[src/hdl/sbs_map.svh]
// Purpose: Constants for the serdes byte sync, wrap and clocking block
// Assumes: One core clock at 125 MHz; each core cycle stands for one serial bit time
// Notes:   Definitions only
`ifndef SBS_MAP_SVH
`define SBS_MAP_SVH

// ****************************************
// Word layout
// ****************************************
`define SBS_WORD_W        10
`define SBS_BIT_CNT_W     4
`define SBS_LAST_BIT      4'h9
`define SBS_REF_MULT      10

// ****************************************
// Comma pattern 0011111XXX, first received bit leftmost
// ****************************************
`define SBS_COMMA_LEN     7
`define SBS_COMMA_BITS    7'h1f

// ****************************************
// Values shown on the parallel side
// ****************************************
`define SBS_RX_LOS_WORD   10'h3ff
`define SBS_TX_IDLE_WORD  10'h3ff
`define SBS_RX_RESET_WORD 10'h3ff

// ****************************************
// Clock figures in kHz
// ****************************************
`define SBS_REF_FC_KHZ    106250
`define SBS_REF_GE_KHZ    125000
`define SBS_CORE_KHZ      125000
`define SBS_RXCLK_DIV     2

`endif

[src/hdl/sbs_pkg.sv]
// Purpose: Types for the serdes byte sync, wrap and clocking block
// Assumes: Used through explicit package scoping only
// Notes:   Numbers live in sbs_map.svh
package sbs_pkg;

  typedef enum logic [1:0] {
    SBS_RX_NO_LINE = 2'b00,
    SBS_RX_HUNT    = 2'b01,
    SBS_RX_FRAMED  = 2'b10
  } sbs_rx_state_t;

endpackage

[src/hdl/sbs_buf2.sv]
// Purpose: Two-entry buffer with valid/ready on both sides
// Assumes: Same clock on both sides
// Notes:   Full and empty are exact; ready drops when both entries hold words
`timescale 1ns/1ps
`default_nettype none
`include "sbs_map.svh"

module sbs_buf2 (
  input  wire logic                     i_core_clk,
  input  wire logic                     i_reset,
  input  wire logic [`SBS_WORD_W-1:0]   i_in_word,
  input  wire logic                     i_in_valid,
  output logic                          o_in_ready,
  output logic      [`SBS_WORD_W-1:0]   o_out_word,
  output logic                          o_out_valid,
  input  wire logic                     i_out_ready
);

  logic [`SBS_WORD_W-1:0] mem_q [2];
  logic [`SBS_WORD_W-1:0] mem_d [2];
  logic                   wr_q, wr_d;
  logic                   rd_q, rd_d;
  logic [1:0]             cnt_q, cnt_d;
  logic                   push, pop;

  always_comb begin
    push     = i_in_valid && (cnt_q != 2'h2);
    pop      = (cnt_q != 2'h0) && i_out_ready;
    mem_d[0] = mem_q[0];
    mem_d[1] = mem_q[1];
    if (push) begin
      mem_d[wr_q] = i_in_word;
    end
    wr_d  = push ? ~wr_q : wr_q;
    rd_d  = pop ? ~rd_q : rd_q;
    cnt_d = cnt_q + {1'b0, push} - {1'b0, pop};
  end

  always_ff @(posedge i_core_clk) begin
    if (i_reset) begin
      mem_q[0] <= `SBS_TX_IDLE_WORD;
      mem_q[1] <= `SBS_TX_IDLE_WORD;
      wr_q     <= 1'b0;
      rd_q     <= 1'b0;
      cnt_q    <= 2'h0;
    end else begin
      mem_q[0] <= mem_d[0];
      mem_q[1] <= mem_d[1];
      wr_q     <= wr_d;
      rd_q     <= rd_d;
      cnt_q    <= cnt_d;
    end
  end

  assign o_in_ready  = (cnt_q != 2'h2);
  assign o_out_valid = (cnt_q != 2'h0);
  assign o_out_word  = mem_q[rd_q];

endmodule
`default_nettype wire

[src/hdl/sbs_tx_ser.sv]
// Purpose: Word-rate divider and 10-bit serializer
// Assumes: One core cycle per serial bit
// Notes:   Sends the idle word when no host word is waiting at a word boundary
`timescale 1ns/1ps
`default_nettype none
`include "sbs_map.svh"

module sbs_tx_ser (
  input  wire logic                     i_core_clk,
  input  wire logic                     i_reset,
  input  wire logic [`SBS_WORD_W-1:0]   i_word,
  input  wire logic                     i_valid,
  output logic                          o_ready,
  output logic                          o_bit,
  output logic                          o_word_tick
);

  logic [`SBS_BIT_CNT_W-1:0] cnt_q, cnt_d;
  logic [`SBS_WORD_W-1:0]    sh_q, sh_d;

  // Ten bit times per word: the bit rate is ten times the word rate
  always_comb begin
    o_word_tick = (cnt_q == `SBS_LAST_BIT);
    cnt_d       = o_word_tick ? '0 : cnt_q + `SBS_BIT_CNT_W'(1);
    if (o_word_tick) begin
      sh_d = i_valid ? i_word : `SBS_TX_IDLE_WORD;
    end else begin
      sh_d = {1'b1, sh_q[`SBS_WORD_W-1:1]};
    end
  end

  always_ff @(posedge i_core_clk) begin
    if (i_reset) begin
      cnt_q <= '0;
      sh_q  <= `SBS_TX_IDLE_WORD;
    end else begin
      cnt_q <= cnt_d;
      sh_q  <= sh_d;
    end
  end

  assign o_ready = o_word_tick;
  assign o_bit   = sh_q[0];

endmodule
`default_nettype wire

[src/hdl/sbs_top.sv]
// Purpose: Parallel-side control of a 10-bit serdes: comma alignment, serial wrap, receive word clocks
// Assumes: i_core_clk is the reference/transmit word clock domain, one cycle per serial bit time
// Notes:   Serial and control pins are resynchronised; analog PLL and line levels are outside
`timescale 1ns/1ps
`default_nettype none
`include "sbs_map.svh"

module sbs_top (
  input  wire logic                     i_core_clk,
  input  wire logic                     i_reset,
  input  wire logic [`SBS_WORD_W-1:0]   i_tx_word,
  input  wire logic                     i_tx_valid,
  output logic                          o_tx_ready,
  input  wire logic                     i_serial_in,
  input  wire logic                     i_line_present,
  input  wire logic                     i_serial_wrap_enable,
  input  wire logic                     i_comma_align_enable,
  output logic                          o_serial_out,
  output logic      [`SBS_WORD_W-1:0]   o_rx_word,
  output logic                          o_rx_word_clock_a,
  output logic                          o_rx_word_clock_b,
  output logic                          o_comma_detect_flag,
  output logic                          o_line_presence_flag
);

  // ****************************************
  // Pin synchronisers
  // ****************************************
  // Bit 0 serial in, 1 line present, 2 wrap enable, 3 align enable
  localparam int unsigned NPIN = 4;

  logic [NPIN-1:0] s1_q, s1_d;
  logic [NPIN-1:0] s2_q, s2_d;
  logic [NPIN-1:0] s3_q, s3_d;
  logic [NPIN-1:0] pin_q, pin_d;

  always_comb begin
    s1_d = {i_comma_align_enable, i_serial_wrap_enable, i_line_present, i_serial_in};
    s2_d = s1_q;
    s3_d = s2_q;
    // Serial bits change every bit time, so the agree filter would swallow lone bits
    pin_d[0] = s3_q[0];
    // A control change is taken only once the last two stages agree
    for (int i = 1; i < NPIN; i++) begin
      pin_d[i] = (s2_q[i] == s3_q[i]) ? s3_q[i] : pin_q[i];
    end
  end

  always_ff @(posedge i_core_clk) begin
    if (i_reset) begin
      s1_q  <= '0;
      s2_q  <= '0;
      s3_q  <= '0;
      pin_q <= '0;
    end else begin
      s1_q  <= s1_d;
      s2_q  <= s2_d;
      s3_q  <= s3_d;
      pin_q <= pin_d;
    end
  end

  logic ext_bit;
  logic line_ok;
  logic wrap_en;
  logic align_en;

  assign ext_bit  = pin_q[0];
  assign line_ok  = pin_q[1];
  assign wrap_en  = pin_q[2];
  assign align_en = pin_q[3];

  // ****************************************
  // Transmit path
  // ****************************************
  logic [`SBS_WORD_W-1:0] buf_word;
  logic                   buf_valid;
  logic                   ser_ready;
  logic                   ser_bit;
  logic                   word_tick;
  logic                   tx_in_ready;

  // Two entries absorb a word offered while the serializer is mid-word
  sbs_buf2 u_buf (
    .i_core_clk  (i_core_clk),
    .i_reset     (i_reset),
    .i_in_word   (i_tx_word),
    .i_in_valid  (i_tx_valid),
    .o_in_ready  (tx_in_ready),
    .o_out_word  (buf_word),
    .o_out_valid (buf_valid),
    .i_out_ready (ser_ready)
  );

  // Bit 0 of each word leaves first
  sbs_tx_ser u_ser (
    .i_core_clk  (i_core_clk),
    .i_reset     (i_reset),
    .i_word      (buf_word),
    .i_valid     (buf_valid),
    .o_ready     (ser_ready),
    .o_bit       (ser_bit),
    .o_word_tick (word_tick)
  );

  logic tx_ready_q, tx_ready_d;
  logic sout_q, sout_d;

  always_comb begin
    tx_ready_d = tx_in_ready;
    sout_d     = wrap_en ? 1'b1 : ser_bit;
  end

  always_ff @(posedge i_core_clk) begin
    if (i_reset) begin
      tx_ready_q <= 1'b0;
      sout_q     <= 1'b1;
    end else begin
      tx_ready_q <= tx_ready_d;
      sout_q     <= sout_d;
    end
  end

  // ****************************************
  // Receive framing
  // ****************************************
  function automatic logic sbs_is_comma(input logic [`SBS_WORD_W-1:0] w);
    logic [`SBS_COMMA_LEN-1:0] lead;
    // Bit 0 is the first arrival and maps to the leftmost pattern bit
    for (int i = 0; i < `SBS_COMMA_LEN; i++) begin
      lead[`SBS_COMMA_LEN-1-i] = w[i];
    end
    return lead == `SBS_COMMA_BITS;
  endfunction

  sbs_pkg::sbs_rx_state_t    st_q, st_d;
  logic [`SBS_WORD_W-1:0]    sh_q, sh_d;
  logic [`SBS_BIT_CNT_W-1:0] bcnt_q, bcnt_d;
  logic                      rx_bit;
  logic                      comma_hit;
  logic                      word_done;

  always_comb begin
    // Wrap takes the transmit stream before the output blanking
    rx_bit    = wrap_en ? ser_bit : ext_bit;
    // Newest bit enters at the top, so bit 0 is the oldest of the ten
    sh_d      = {rx_bit, sh_q[`SBS_WORD_W-1:1]};
    comma_hit = align_en && sbs_is_comma(sh_d);
    word_done = 1'b0;
    bcnt_d    = bcnt_q;
    st_d      = st_q;
    unique case (st_q)
      sbs_pkg::SBS_RX_NO_LINE: begin
        bcnt_d = '0;
        if (line_ok) begin
          st_d = sbs_pkg::SBS_RX_HUNT;
        end
      end
      sbs_pkg::SBS_RX_HUNT,
      sbs_pkg::SBS_RX_FRAMED: begin
        if (!line_ok) begin
          st_d = sbs_pkg::SBS_RX_NO_LINE;
        end else if (comma_hit) begin
          // Reframe: this bit closes the comma word
          word_done = 1'b1;
          bcnt_d    = '0;
          st_d      = sbs_pkg::SBS_RX_FRAMED;
        end else if (bcnt_q == `SBS_LAST_BIT) begin
          word_done = 1'b1;
          bcnt_d    = '0;
        end else begin
          bcnt_d = bcnt_q + `SBS_BIT_CNT_W'(1);
        end
      end
      default: begin
        st_d   = sbs_pkg::SBS_RX_NO_LINE;
        bcnt_d = '0;
      end
    endcase
  end

  always_ff @(posedge i_core_clk) begin
    if (i_reset) begin
      st_q   <= sbs_pkg::SBS_RX_NO_LINE;
      sh_q   <= `SBS_RX_RESET_WORD;
      bcnt_q <= '0;
    end else begin
      st_q   <= st_d;
      sh_q   <= sh_d;
      bcnt_q <= bcnt_d;
    end
  end

  // ****************************************
  // Receive word outputs and word clocks
  // ****************************************
  logic [`SBS_WORD_W-1:0] rxw_q, rxw_d;
  logic                   clk_b_q, clk_b_d;
  logic                   clk_a_q, clk_a_d;
  logic                   cdet_q, cdet_d;
  logic                   lpf_q, lpf_d;

  always_comb begin
    rxw_d   = rxw_q;
    clk_b_d = clk_b_q;
    cdet_d  = 1'b0;
    lpf_d   = line_ok;
    if (!line_ok || st_q == sbs_pkg::SBS_RX_NO_LINE) begin
      rxw_d = `SBS_RX_LOS_WORD;
    end else if (word_done) begin
      rxw_d  = sh_d;
      // Each word flips both clocks except a comma word, which sets b high; rising edges alternate a, b, a
      clk_b_d = comma_hit ? 1'b1 : ~clk_b_q;
      // Flag only rises under alignment enable
      cdet_d  = comma_hit;
    end
    // One flip per word gives half the word rate on each clock
    clk_a_d = ~clk_b_d;
  end

  always_ff @(posedge i_core_clk) begin
    if (i_reset) begin
      rxw_q   <= `SBS_RX_RESET_WORD;
      clk_b_q <= 1'b0;
      clk_a_q <= 1'b1;
      cdet_q  <= 1'b0;
      lpf_q   <= 1'b0;
    end else begin
      rxw_q   <= rxw_d;
      clk_b_q <= clk_b_d;
      clk_a_q <= clk_a_d;
      cdet_q  <= cdet_d;
      lpf_q   <= lpf_d;
    end
  end

  // ****************************************
  // Outputs, all from flip-flops
  // ****************************************
  // The receiver counts on the same core clock as the transmitter
  assign o_tx_ready           = tx_ready_q;
  assign o_serial_out         = sout_q;
  assign o_rx_word            = rxw_q;
  assign o_rx_word_clock_a    = clk_a_q;
  assign o_rx_word_clock_b    = clk_b_q;
  assign o_comma_detect_flag  = cdet_q;
  assign o_line_presence_flag = lpf_q;

endmodule
`default_nettype wire

[config.mk]
export PLATFORM = sky130hd
export DESIGN_NAME = sbs_top
export DESIGN_NICKNAME = d
export VERILOG_FILES = /design/src/hdl/sbs_pkg.sv /design/src/hdl/sbs_buf2.sv /design/src/hdl/sbs_tx_ser.sv /design/src/hdl/sbs_top.sv
export VERILOG_INCLUDE_DIRS = /design/src /design/src/hdl
export SDC_FILE = /design/constraint.sdc
export NUM_CORES = 1
export LEC_CHECK = 0
export ABC_AREA = 1
export BUFFER_PORTS_ARGS = -buffer_cell sky130_fd_sc_hd__buf_4
export CAP_MARGIN = 20
export CORE_AREA = 5 5 86 88
export DETAILED_ROUTE_END_ITERATION = 7
export DIE_AREA = 0 0 91 93
export PLACE_DENSITY = 0.67
export SETUP_SLACK_MARGIN = 0.4
export SKIP_LAST_GASP = 1
export SLEW_MARGIN = 20
export SYNTH_ARGS = -nofsm -noshare
export SYNTH_HDL_FRONTEND = slang
export SYNTH_SLANG_ARGS = --single-unit
[constraint.sdc]
create_clock -name i_core_clk -period 4.92 [get_ports i_core_clk]
set_input_delay 0.738 -clock i_core_clk [delete_from_list [all_inputs] [get_ports i_core_clk]]
set_output_delay 0.738 -clock i_core_clk [all_outputs]
set_load 0.01 [all_outputs]
After elaboration in Yosys (flattened, before gate mapping)
Memories as Yosys holds them, arrays and structs flattened. A register that Yosys moved wholly into a read port is not among the register bits.
Index checks and enable logic that the tools add are counted.
{"block": "totals", "register_bits": 66, "output_inout_bits": 16, "latch_bits": 0, "n_memories": 1, "input_bits": 17, "rom_bits": 0, "wordCells": 95, "mem_bits_rw": 20}
{"memory": "u_buf.mem_q", "words": 2, "word_bits": 10, "read_ports": 3, "rd_clocked_by_memory_dff": 1, "write_ports": 2, "line": "sbs_buf2.sv:19", "text": "logic [`SBS_WORD_W-1:0] mem_q [2];"}
{"block": "classes", "eq_ne": 11, "reduce_logical": 16, "n_div": 0, "bitwise": 11, "mul": 0, "muxes": 27, "addsub": 4, "n_lt_le_gt_ge": 2, "shifts": 0}
{"cell": "10-bit two-way mux", "n": 3}
{"cell": "20-bit bitwise mux", "n": 1}
{"cell": "20-bit two-way mux", "n": 1}
{"cell": "9-bit two-way mux", "n": 2}
{"cell": "1-bit two-way mux", "n": 13}
{"cell": "10-bit demux with 1-bit select", "n": 1}
{"cell": "2-bit OR reduction", "n": 5}
{"cell": "4-bit by 1-bit adder with 4-bit output (second input constant)", "n": 2}
{"cell": "4-bit equality test (second input constant)", "n": 2}
{"cell": "4-bit two-way mux", "n": 2}
{"cell": "1-bit NOT", "n": 8}
{"cell": "7-bit by 5-bit equality test with 1-bit output (second input constant)", "n": 1}
{"cell": "2-bit two-way mux", "n": 3}
{"cell": "3-bit OR reduction", "n": 2}
{"cell": "1-bit logical AND", "n": 4}
{"cell": "2-bit inequality test (second input constant)", "n": 2}
{"cell": "2-bit one-hot mux with 2 select lines", "n": 1}
{"cell": "1-bit equality test", "n": 3}
{"cell": "3-bit inequality test (second input constant)", "n": 1}
{"cell": "2-bit by 1-bit adder with 2-bit output", "n": 1}
{"cell": "2-bit by 1-bit equality test with 1-bit output (second input constant)", "n": 1}
{"cell": "2-bit equality test (second input constant)", "n": 1}
{"cell": "2-bit >= comparator (second input constant)", "n": 1}
{"cell": "2-bit logical NOT", "n": 1}
{"cell": "8 further kinds", "n": 9}

Depth between registers and ports, before layout
Gate-level depths: netlist (run 1).
{"block": "logic_depth", "ltp_word": 8, "mapped_depth": 12}

Modules after synthesis
From an unflattened synthesis (run 1), not the netlist that was laid out.
{"block": "hier_totals", "hier_cells": 395, "area_unflattened_um2": 3415.8}
{"mod": "sbs_top", "cells_per_inst": 198, "instances": 1, "seq_area_each_um2": 940.9, "area_each_um2": 1692.9}
{"mod": "sbs_buf2", "cells_per_inst": 133, "instances": 1, "seq_area_each_um2": 500.5, "area_each_um2": 1169.9}
{"mod": "sbs_tx_ser", "cells_per_inst": 64, "instances": 1, "seq_area_each_um2": 280.3, "area_each_um2": 553.0}

Worst setup path before layout (run 1)
No wires, ideal clock.
{"block": "synth_path", "kind": "flip-flop to flip-flop", "start": "register u_ser.cnt_q[0]", "end": "register u_buf.cnt_q[1]", "path_slack_ns": 3.249, "stages_incl_launch_ff": 12, "setup_time_ns": 0.070, "period_less_slack_ns": 1.671, "t_arrival_ns": 1.601, "cell_sequence": "dfxtp_1 -> ha_1 -> inv_1 -> nor2_1 -> nand2_1 -> a21oi_2 -> ha_1 -> inv_1 -> ha_1 -> xnor2_1 -> o21ai_0 -> a21oi_1"}
{"block": "synth_via", "elab_chain_len": 3}
{"element": "start, declared", "line": "sbs_tx_ser.sv:18", "text": "logic [`SBS_BIT_CNT_W-1:0] cnt_q, cnt_d;"}
{"element": "start signal, assigned", "line": "sbs_tx_ser.sv:37", "text": "cnt_q <= cnt_d;"}
{"element": "4-bit equality test (no source line)"}
{"element": "1-bit logical AND", "line": "sbs_buf2.sv:28", "text": "pop = (cnt_q != 2'h0) && i_out_ready;"}
{"element": "net u_buf.pop", "line": "sbs_buf2.sv:24", "text": "logic push, pop;"}
{"element": "2-bit by 1-bit subtractor with 2-bit output", "line": "sbs_buf2.sv:36", "text": "cnt_d = cnt_q + {1'b0, push} - {1'b0, pop};"}
{"element": "end signal, assigned", "line": "sbs_buf2.sv:51", "text": "cnt_q <= cnt_d;"}
{"element": "end, declared", "line": "sbs_buf2.sv:23", "text": "logic [1:0] cnt_q, cnt_d;"}
The timed path passes the listed nets, and every way through them passes these cells.
A chain may end at the register's enable or synchronous reset.

Worst setup path in the final report (run 1)
Same ends and word-level chain as after synthesis.

==> impl_metrics.tcl, run 1 <==
set metrics [dict create \
    drt-pass1-iter-count 5 \
    drtIter0Drc 53 \
    rows 30 \
    ys_ff_latch 86 \
    ctsHoldBuffers 0 \
    synth_top_area_share_pct 54.7 \
    rsz0062_at_grt "no" \
    max_freq_ghz 0.535 \
    vdd.ir_drop.worst_mv 0.187 \
    hpwl_um 3680 \
    detail-route-antenna-nets 0 \
    clockBufferDepth 2 \
    grt-ovfl-total 0 \
    start_util_pct 47.9 \
    antenna_found_initial 0 \
    setup_ws_ns 3.05 \
    synth_seq_area_share_pct 54.7 \
    cp-startpoint "u_ser.cnt_q[0]" \
    area_growth_pct 15.1 \
    fin_skew_ns 0.0151 \
    worstPathMaxFanout 5 \
    syn_nets 393 \
    place_ws_ns 2.85 \
    grt_pass1_wl_um 9610 \
    yosysUniqueCellTypes 29 \
    leakage_nw 1.70 \
    setup.worst_path.end "u_buf.cnt_q[1]" \
    outcome "complete, no violations" \
    syn_area_sq_um 3150 \
    rr_worst_depth 11 \
    grt_max_degree 40 \
    setup-tns-final_ns 0 \
    cts_setup_buffers 0 \
    drc 0 \
    syn_area_per_cell_sq_um 8.53 \
    die_y_um 93 \
    ys.warnings.count 0 \
    r2r_slack_ns 3.05 \
    synth_cells 369 \
    core_sq_um 6570 \
    finalSetupViolations 0 \
    grt_util_all_layers_pct 13.9 \
    pwr_density_cell_nw_per_um2 350 \
    hold_viol 0 \
    synth_area_leaders "dfxtp_1 55%, nand2_1 10%, inv_1 5.1%" \
    vias 2320 \
    post_cts_resized 0 \
    wl_per_cell_um 10.9 \
    r2r_start "u_ser.cnt_q[0]" \
    grt_pass1_vias 2273 \
    portBuffers 32 \
    clock_latency_ns 0.35 \
    htree_levels 3 \
    maxSlewHeadroom_pct 58.5 \
    antenna_cells 0 \
    hp-class "reg2reg" \
    dieArea_sq_um 8460 \
    fin_crit_ns 1.87 \
    required_ns 5.20 \
    routed_wl_um 5320 \
    reg2reg_to "u_buf.cnt_q[1]" \
    arrival_ns 2.15 \
    period_share_pct 38.0 \
    path_clk_slew_ns 0.09 \
    post_route_cells_drive_above_1_share_pct 17.6 \
    cp-start-kind "flop" \
    cap_violations 0 \
    cts_made_buffers 9 \
    async_flop_share_pct 0 \
    cts_tree "yes" \
    drv_slew 0 \
    nets 427 \
    viasPerCell 4.75 \
    worstMarginPinSlew_ns 0.622 \
    synth_edf_count 0 \
    clkSinkCount 86 \
    pin_count 33 \
    gp_congestion 0.752 \
    die_w_um 91 \
    cts-root-buf "clkbuf_8" \
    endpoint_kind "flop" \
    synth_ff_type "dfxtp_1" \
    crit_type "reg2reg" \
    yosys.area.top_type "dfxtp_1" \
    fin_util_pct 55.2 \
]
worst min-delay path by stage:
stage,start,endpoint,cells after the start
finish,s2_q[0],s3_q[0],2
global route,s1_q[0],s2_q[0],2
CTS,s1_q[0],s2_q[0],2
detailed placement,s1_q[0],s2_q[0],2
global placement,s1_q[0],s2_q[0],2
floorplan,s3_q[0],pin_q[0],2
layout make-up:
class | count | area, sq um
inverters | 48 | 181
clock inverters | 7 | 55.1
multi-input cells | 223 | 1180
repair buffers | 35 | 263
flip-flops and latches | 86 | 1720
well taps | 80 | 100
clock buffers | 9 | 124
fillers | 623 | 2940
cell usage after synthesis (all sizes together) (2+ instances only):
| library cell | n |
|---|---|
| o21ai | 6 |
| inv | 46 |
| a21oi | 21 |
| xnor2 | 2 |
| nand2 | 88 |
| clkinv | 2 |
| nor2 | 44 |
| o211ai | 12 |
| clkbuf | 3 |
| ha | 7 |
| dfxtp | 86 |
| xor2 | 2 |
| buf | 9 |
| mux2i | 9 |
| nand3 | 29 |
state kept, by name (all words and copies together), names as in the netlist, 9 cells and up, named ones only:
signal / cells
u_buf.mem_q: 20
u_ser.sh_q: 10
o_rx_word: 10
sh_q: 9
where the power goes:
| group | internal (mW) | switching, mW | total, mW |
|---|---|---|---|
| Clock | 0.189 | 0.258 | 0.448 |
| Sequential | 0.723 | 0.0125 | 0.735 |
| Combinational | 0.0349 | 0.0515 | 0.0864 |
| Total | 0.947 | 0.322 | 1.27 |
cells in the final DEF (no fill, tap or decap), types with 3 or more instances in the layout:
cell type and n:
buf_4 35, nand3_1 29, nor2_1 41, o21ai_0 5
mux2i_1 9, inv_6 4, dfxtp_1 86, ha_1 7
inv_2 3, nand2_1 85, inv_1 43, a21oi_1 20
o211ai_2 10, clkbuf_8 9
routing by layer:
metal / share of wire, % / vias to the layer above / GRT usage (%) / routed length (um)
li1: - / 1228 / - / -
met1: 45 / 1040 / 16.0 / 2380
met2: 48 / 48 / 23.5 / 2570
met3: 5.9 / 4 / 5.15 / 315
met4: 1.0 / 0 / 5.50 / 55
met5: 0 / - / 0 / 0
per-stage QoR:
step	std cells	area [sq um]	hold slack, ns	total power [mW]
floorplan	369	3150	0.388	0.809
global placement	472	3450	0.390	0.836
detailed placement	472	3450	0.395	0.839
CTS	488	3630	0.407	1.29
global route	488	3630	0.417	1.34
finish	488	3630	0.402	1.27
cells by family after synthesis:
logic type | after synthesis | synth area share (%)
AO/OA/AOI/OAI | 40 | 9.10
buffers and inverters | 60 | 7.83
AND/OR/NAND/NOR | 163 | 21.7
flip-flops | 86 | 54.7
multiplexers | 9 | 2.86
XOR/XNOR | 4 | 1.11
adder cells (fa/ha/maj) | 7 | 2.78
critical path, cell delays in order, from the launching register on:
cell     delay [ns]
dfxtp_1        0.40
ha_1           0.17
inv_1          0.03
nor2_1         0.08
nand2_1        0.09
a21oi_2        0.21
ha_1           0.27
inv_1          0.05
ha_1           0.15
xnor2_1        0.13
o21ai_0        0.10
a21oi_1        0.12
No activity file was read; power rests on OpenSTA's default activity.
==> run 2, diff against run 1 <==
--- a/config.mk
+++ b/config.mk
@@ -6,13 +6,13 @@
 export SDC_FILE = /design/constraint.sdc
 export NUM_CORES = 1
 export LEC_CHECK = 0
-export ABC_AREA = 1
+export ABC_AREA = 0
 export BUFFER_PORTS_ARGS = -buffer_cell sky130_fd_sc_hd__buf_4
 export CAP_MARGIN = 20
 export CORE_AREA = 5 5 86 88
 export DETAILED_ROUTE_END_ITERATION = 7
 export DIE_AREA = 0 0 91 93
-export PLACE_DENSITY = 0.67
+export PLACE_DENSITY = 0.7
 export SETUP_SLACK_MARGIN = 0.4
 export SKIP_LAST_GASP = 1
 export SLEW_MARGIN = 20
==> constraint.sdc (replaced) <==
create_clock -name i_core_clk -period 1.6 [get_ports i_core_clk]
set_input_delay 0.24 -clock i_core_clk [delete_from_list [all_inputs] [get_ports i_core_clk]]
set_output_delay 0.24 -clock i_core_clk [all_outputs]
set_load 0.01 [all_outputs]
==> run 2 against run 1 <==
The run now ends with negative setup slack left. Combinational power grew to 3.8 times the previous value. Worst hold slack lost 0.31 ns. Sequential power grew to 3.1 times the previous value. Synthesized area grew 0.79%. Maximum frequency grew 13%. Largest cell class unchanged. Largest power group unchanged.
==> impl_metrics.tcl, run 2 <==
set metrics [dict create \
    syn_nets 357 \
    cap_violations 0 \
    fin_skew_ns 0.0130 \
    die_y_um 93 \
    max_stage_delay_ns 0.34 \
    crit_buf_inv 2 \
    pin_count 33 \
    met2_length_um 3810 \
    regMostFlops "u_buf.mem_q" \
    crit_chain "inv_2 > ha_4 > nand3b_1 > nor2_2 > ha_1 > inv_2 > ha_4 > xor2_1 > xnor2_1 > nor2_1" \
    rows 30 \
    dieArea_sq_um 8460 \
    clkSinkCount 86 \
    r2r_start "u_ser.cnt_q[1]" \
    leakage_nw 1.70 \
    final_cell_mix "69 x dfxtp_1, 55 x buf_4, 45 x nand2_1, 22 x nor2_1, 21 x nand3b_1" \
    antenna_found_initial 0 \
    post_route_cells_drive_above_1_share_pct 43.1 \
    grt_pass1_vias 2359 \
    dp_cells 443 \
    cts_made_buffers 9 \
    vias 2563 \
    ys_ff_latch 86 \
    path_depth 10 \
    hp-class "in2reg" \
    setup-tns-final_ns -0.0546 \
    violations "negative setup slack" \
    worstPathMaxFanout 2 \
    cts_tree "yes" \
    synth_edf_count 0 \
    grt-ovfl-total 0 \
    pwr_density_cell_nw_per_um2 981 \
    reg2reg_to "u_buf.cnt_q[1]" \
    fin_cells 486 \
    clockBufferDepth 2 \
    worstMarginPinSlew_ns 0.320 \
    arrival_ns 1.90 \
    core_sq_um 6570 \
    finalSetupViolations 1 \
    drt-met1-wl_um 3130 \
    antenna_cells 0 \
    grt_max_degree 35 \
    area_growth_pct 38.0 \
    fin_util_pct 66.7 \
    synth_seq_area_share_pct 54.2 \
    hold_viol 0 \
    htree_levels 3 \
    gp_congestion 0.736 \
    grt_pass1_wl_um 11100 \
    path_clk_slew_ns 0.08 \
    whs_ns 0.0934 \
    nFillCells 506 \
    setup.worst_path.end "u_buf.cnt_q[1]" \
    rr_worst_depth 10 \
    vdd.ir_drop.worst_mv 0.767 \
    nets 425 \
    period_share_pct 103 \
    wl_per_cell_um 15.5 \
    wl_met3_um 305 \
    die_w_um 91 \
    syn_area_per_cell_sq_um 9.53 \
    maxSlewHeadroom_pct 78.6 \
    ys.warnings.count 0 \
    yosysMostFrequentCell "dfxtp_1" \
    clock_latency_ns 0.36 \
    largest_reg_flops 20 \
    synth_cells 333 \
    synth_ff_type "dfxtp_1" \
    slowest_stage "dfxtp_2" \
    crit_type "reg2reg" \
    start_util_pct 48.3 \
    routed_wl_um 7530 \
    synth_common_cells "86 x dfxtp_1, 46 x nand2_1, 25 x nor2_1, 21 x nand3_1, 21 x nand3b_1" \
    yosysUniqueCellTypes 39 \
    fin_crit_ns 1.65 \
    outcome "finished, violations left" \
    hpwl_um 4090 \
    cp-startpoint "u_ser.cnt_q[1]" \
    p_total_mw 4.30 \
    drt-pass1-iter-count 4 \
    endpoint_kind "flop" \
    syn_area_sq_um 3170 \
    drtIter0Drc 107 \
    cts-root-buf "clkbuf_8" \
    max_freq_ghz 0.604 \
    rsz0062_at_grt "yes" \
    async_flop_share_pct 0 \
    yosys.area.top_type "dfxtp_1" \
    drc 0 \
    grt_util_all_layers_pct 16.6 \
    cp-start-kind "flop" \
    setup_ws_ns -0.0546 \
    required_ns 1.85 \
    r2r_slack_ns -0.05 \
    top_layer "met4" \
    synth_top_area_share_pct 54.2 \
    portBuffers 32 \
    cp_top_family "adder cells" \
    viasPerCell 5.27 \
    detail-route-antenna-nets 0 \
    final_common_cell "dfxtp_1" \
    drv_slew 0 \
    synth_area_leaders "dfxtp_1 54%, nand2_1 5.4%, nand3b_1 5.0%" \
]
-- run 2: cell types whose count changed after synthesis, sizes merged, moves of 11 or more --
cell,change
nor2b,+19
o211ai,-12
nand3b,+22
nand2,-42
inv,-38
nor2,-19
o21ai,+11
-- run 2: how the worst min path moves through the flow --
stage	slack [ns]	endpoint	from	depth (start not counted)
detailed placement	0.42	s2_q[3]	s1_q[3]	1
floorplan	0.32	o_line_presence_flag	i_reset	1
finish	0.09	s1_q[0]	i_serial_in	2
CTS	0.08	s1_q[0]	i_serial_in	2
global route	0.07	u_buf.mem_q[0][9]	i_tx_word[9]	3
global placement	0.42	s2_q[3]	s1_q[3]	1
-- run 2: kinds of logic after synthesis --
family | Yosys count | share of synthesized area (%)
AO/OA/AOI/OAI | 40 | 7.29
multiplexers | 11 | 3.47
XOR/XNOR | 8 | 2.21
flip-flops | 86 | 54.2
AND/OR/NAND/NOR | 158 | 26.8
adder cells (fa/ha/maj) | 7 | 2.76
buffers and inverters | 23 | 3.19
-- run 2: repair_timing --
item | 4_1_cts | 5_1_grt
buffers inserted | 12 | 10
pin swaps | 15 | 21
endpoints found under the setup margin | 55 | 55
gates cloned | 3 | 2
resized for setup | 30 | 64
hold buffers | 0 | 0
-- run 2: power by group --
| part | leakage [nW] | switching (mW) | internal (mW) |
|---|---|---|---|
| registers | 0.704 | 0.0510 | 2.22 |
| clock network | 0.106 | 0.812 | 0.884 |
| logic | 0.889 | 0.172 | 0.161 |
| total | 1.70 | 1.03 | 3.27 |
-- run 2: through the flow --
stage / area [sq um] / worst slack [ns]
after floorplan: 3270 / -0.0148
after global placement: 3620 / 0.0145
after detailed placement: 3620 / -0.0600
after CTS: 4060 / -0.0550
after global routing: 4380 / -0.197
final: 4380 / -0.0546
-- run 2: per-layer routing --
| layer | global-route usage (%) | vias up |
|---|---|---|
| li1 | - | 1257 |
| met1 | 19.5 | 1221 |
| met2 | 27.4 | 59 |
| met3 | 5.07 | 26 |
| met4 | 8.44 | 0 |
| met5 | 0 | - |
-- run 2: layout make-up --
cell class	instances	area [sq um]	area share (%)
clock buffer	9	124	2.83
clock inverter	7	97.6	2.23
inverter	8	30.0	0.685
multi-input combinational	228	1730	39.4
sequential	86	1750	39.9
tap	80	100	2.28
timing repair buffer	68	557	12.7
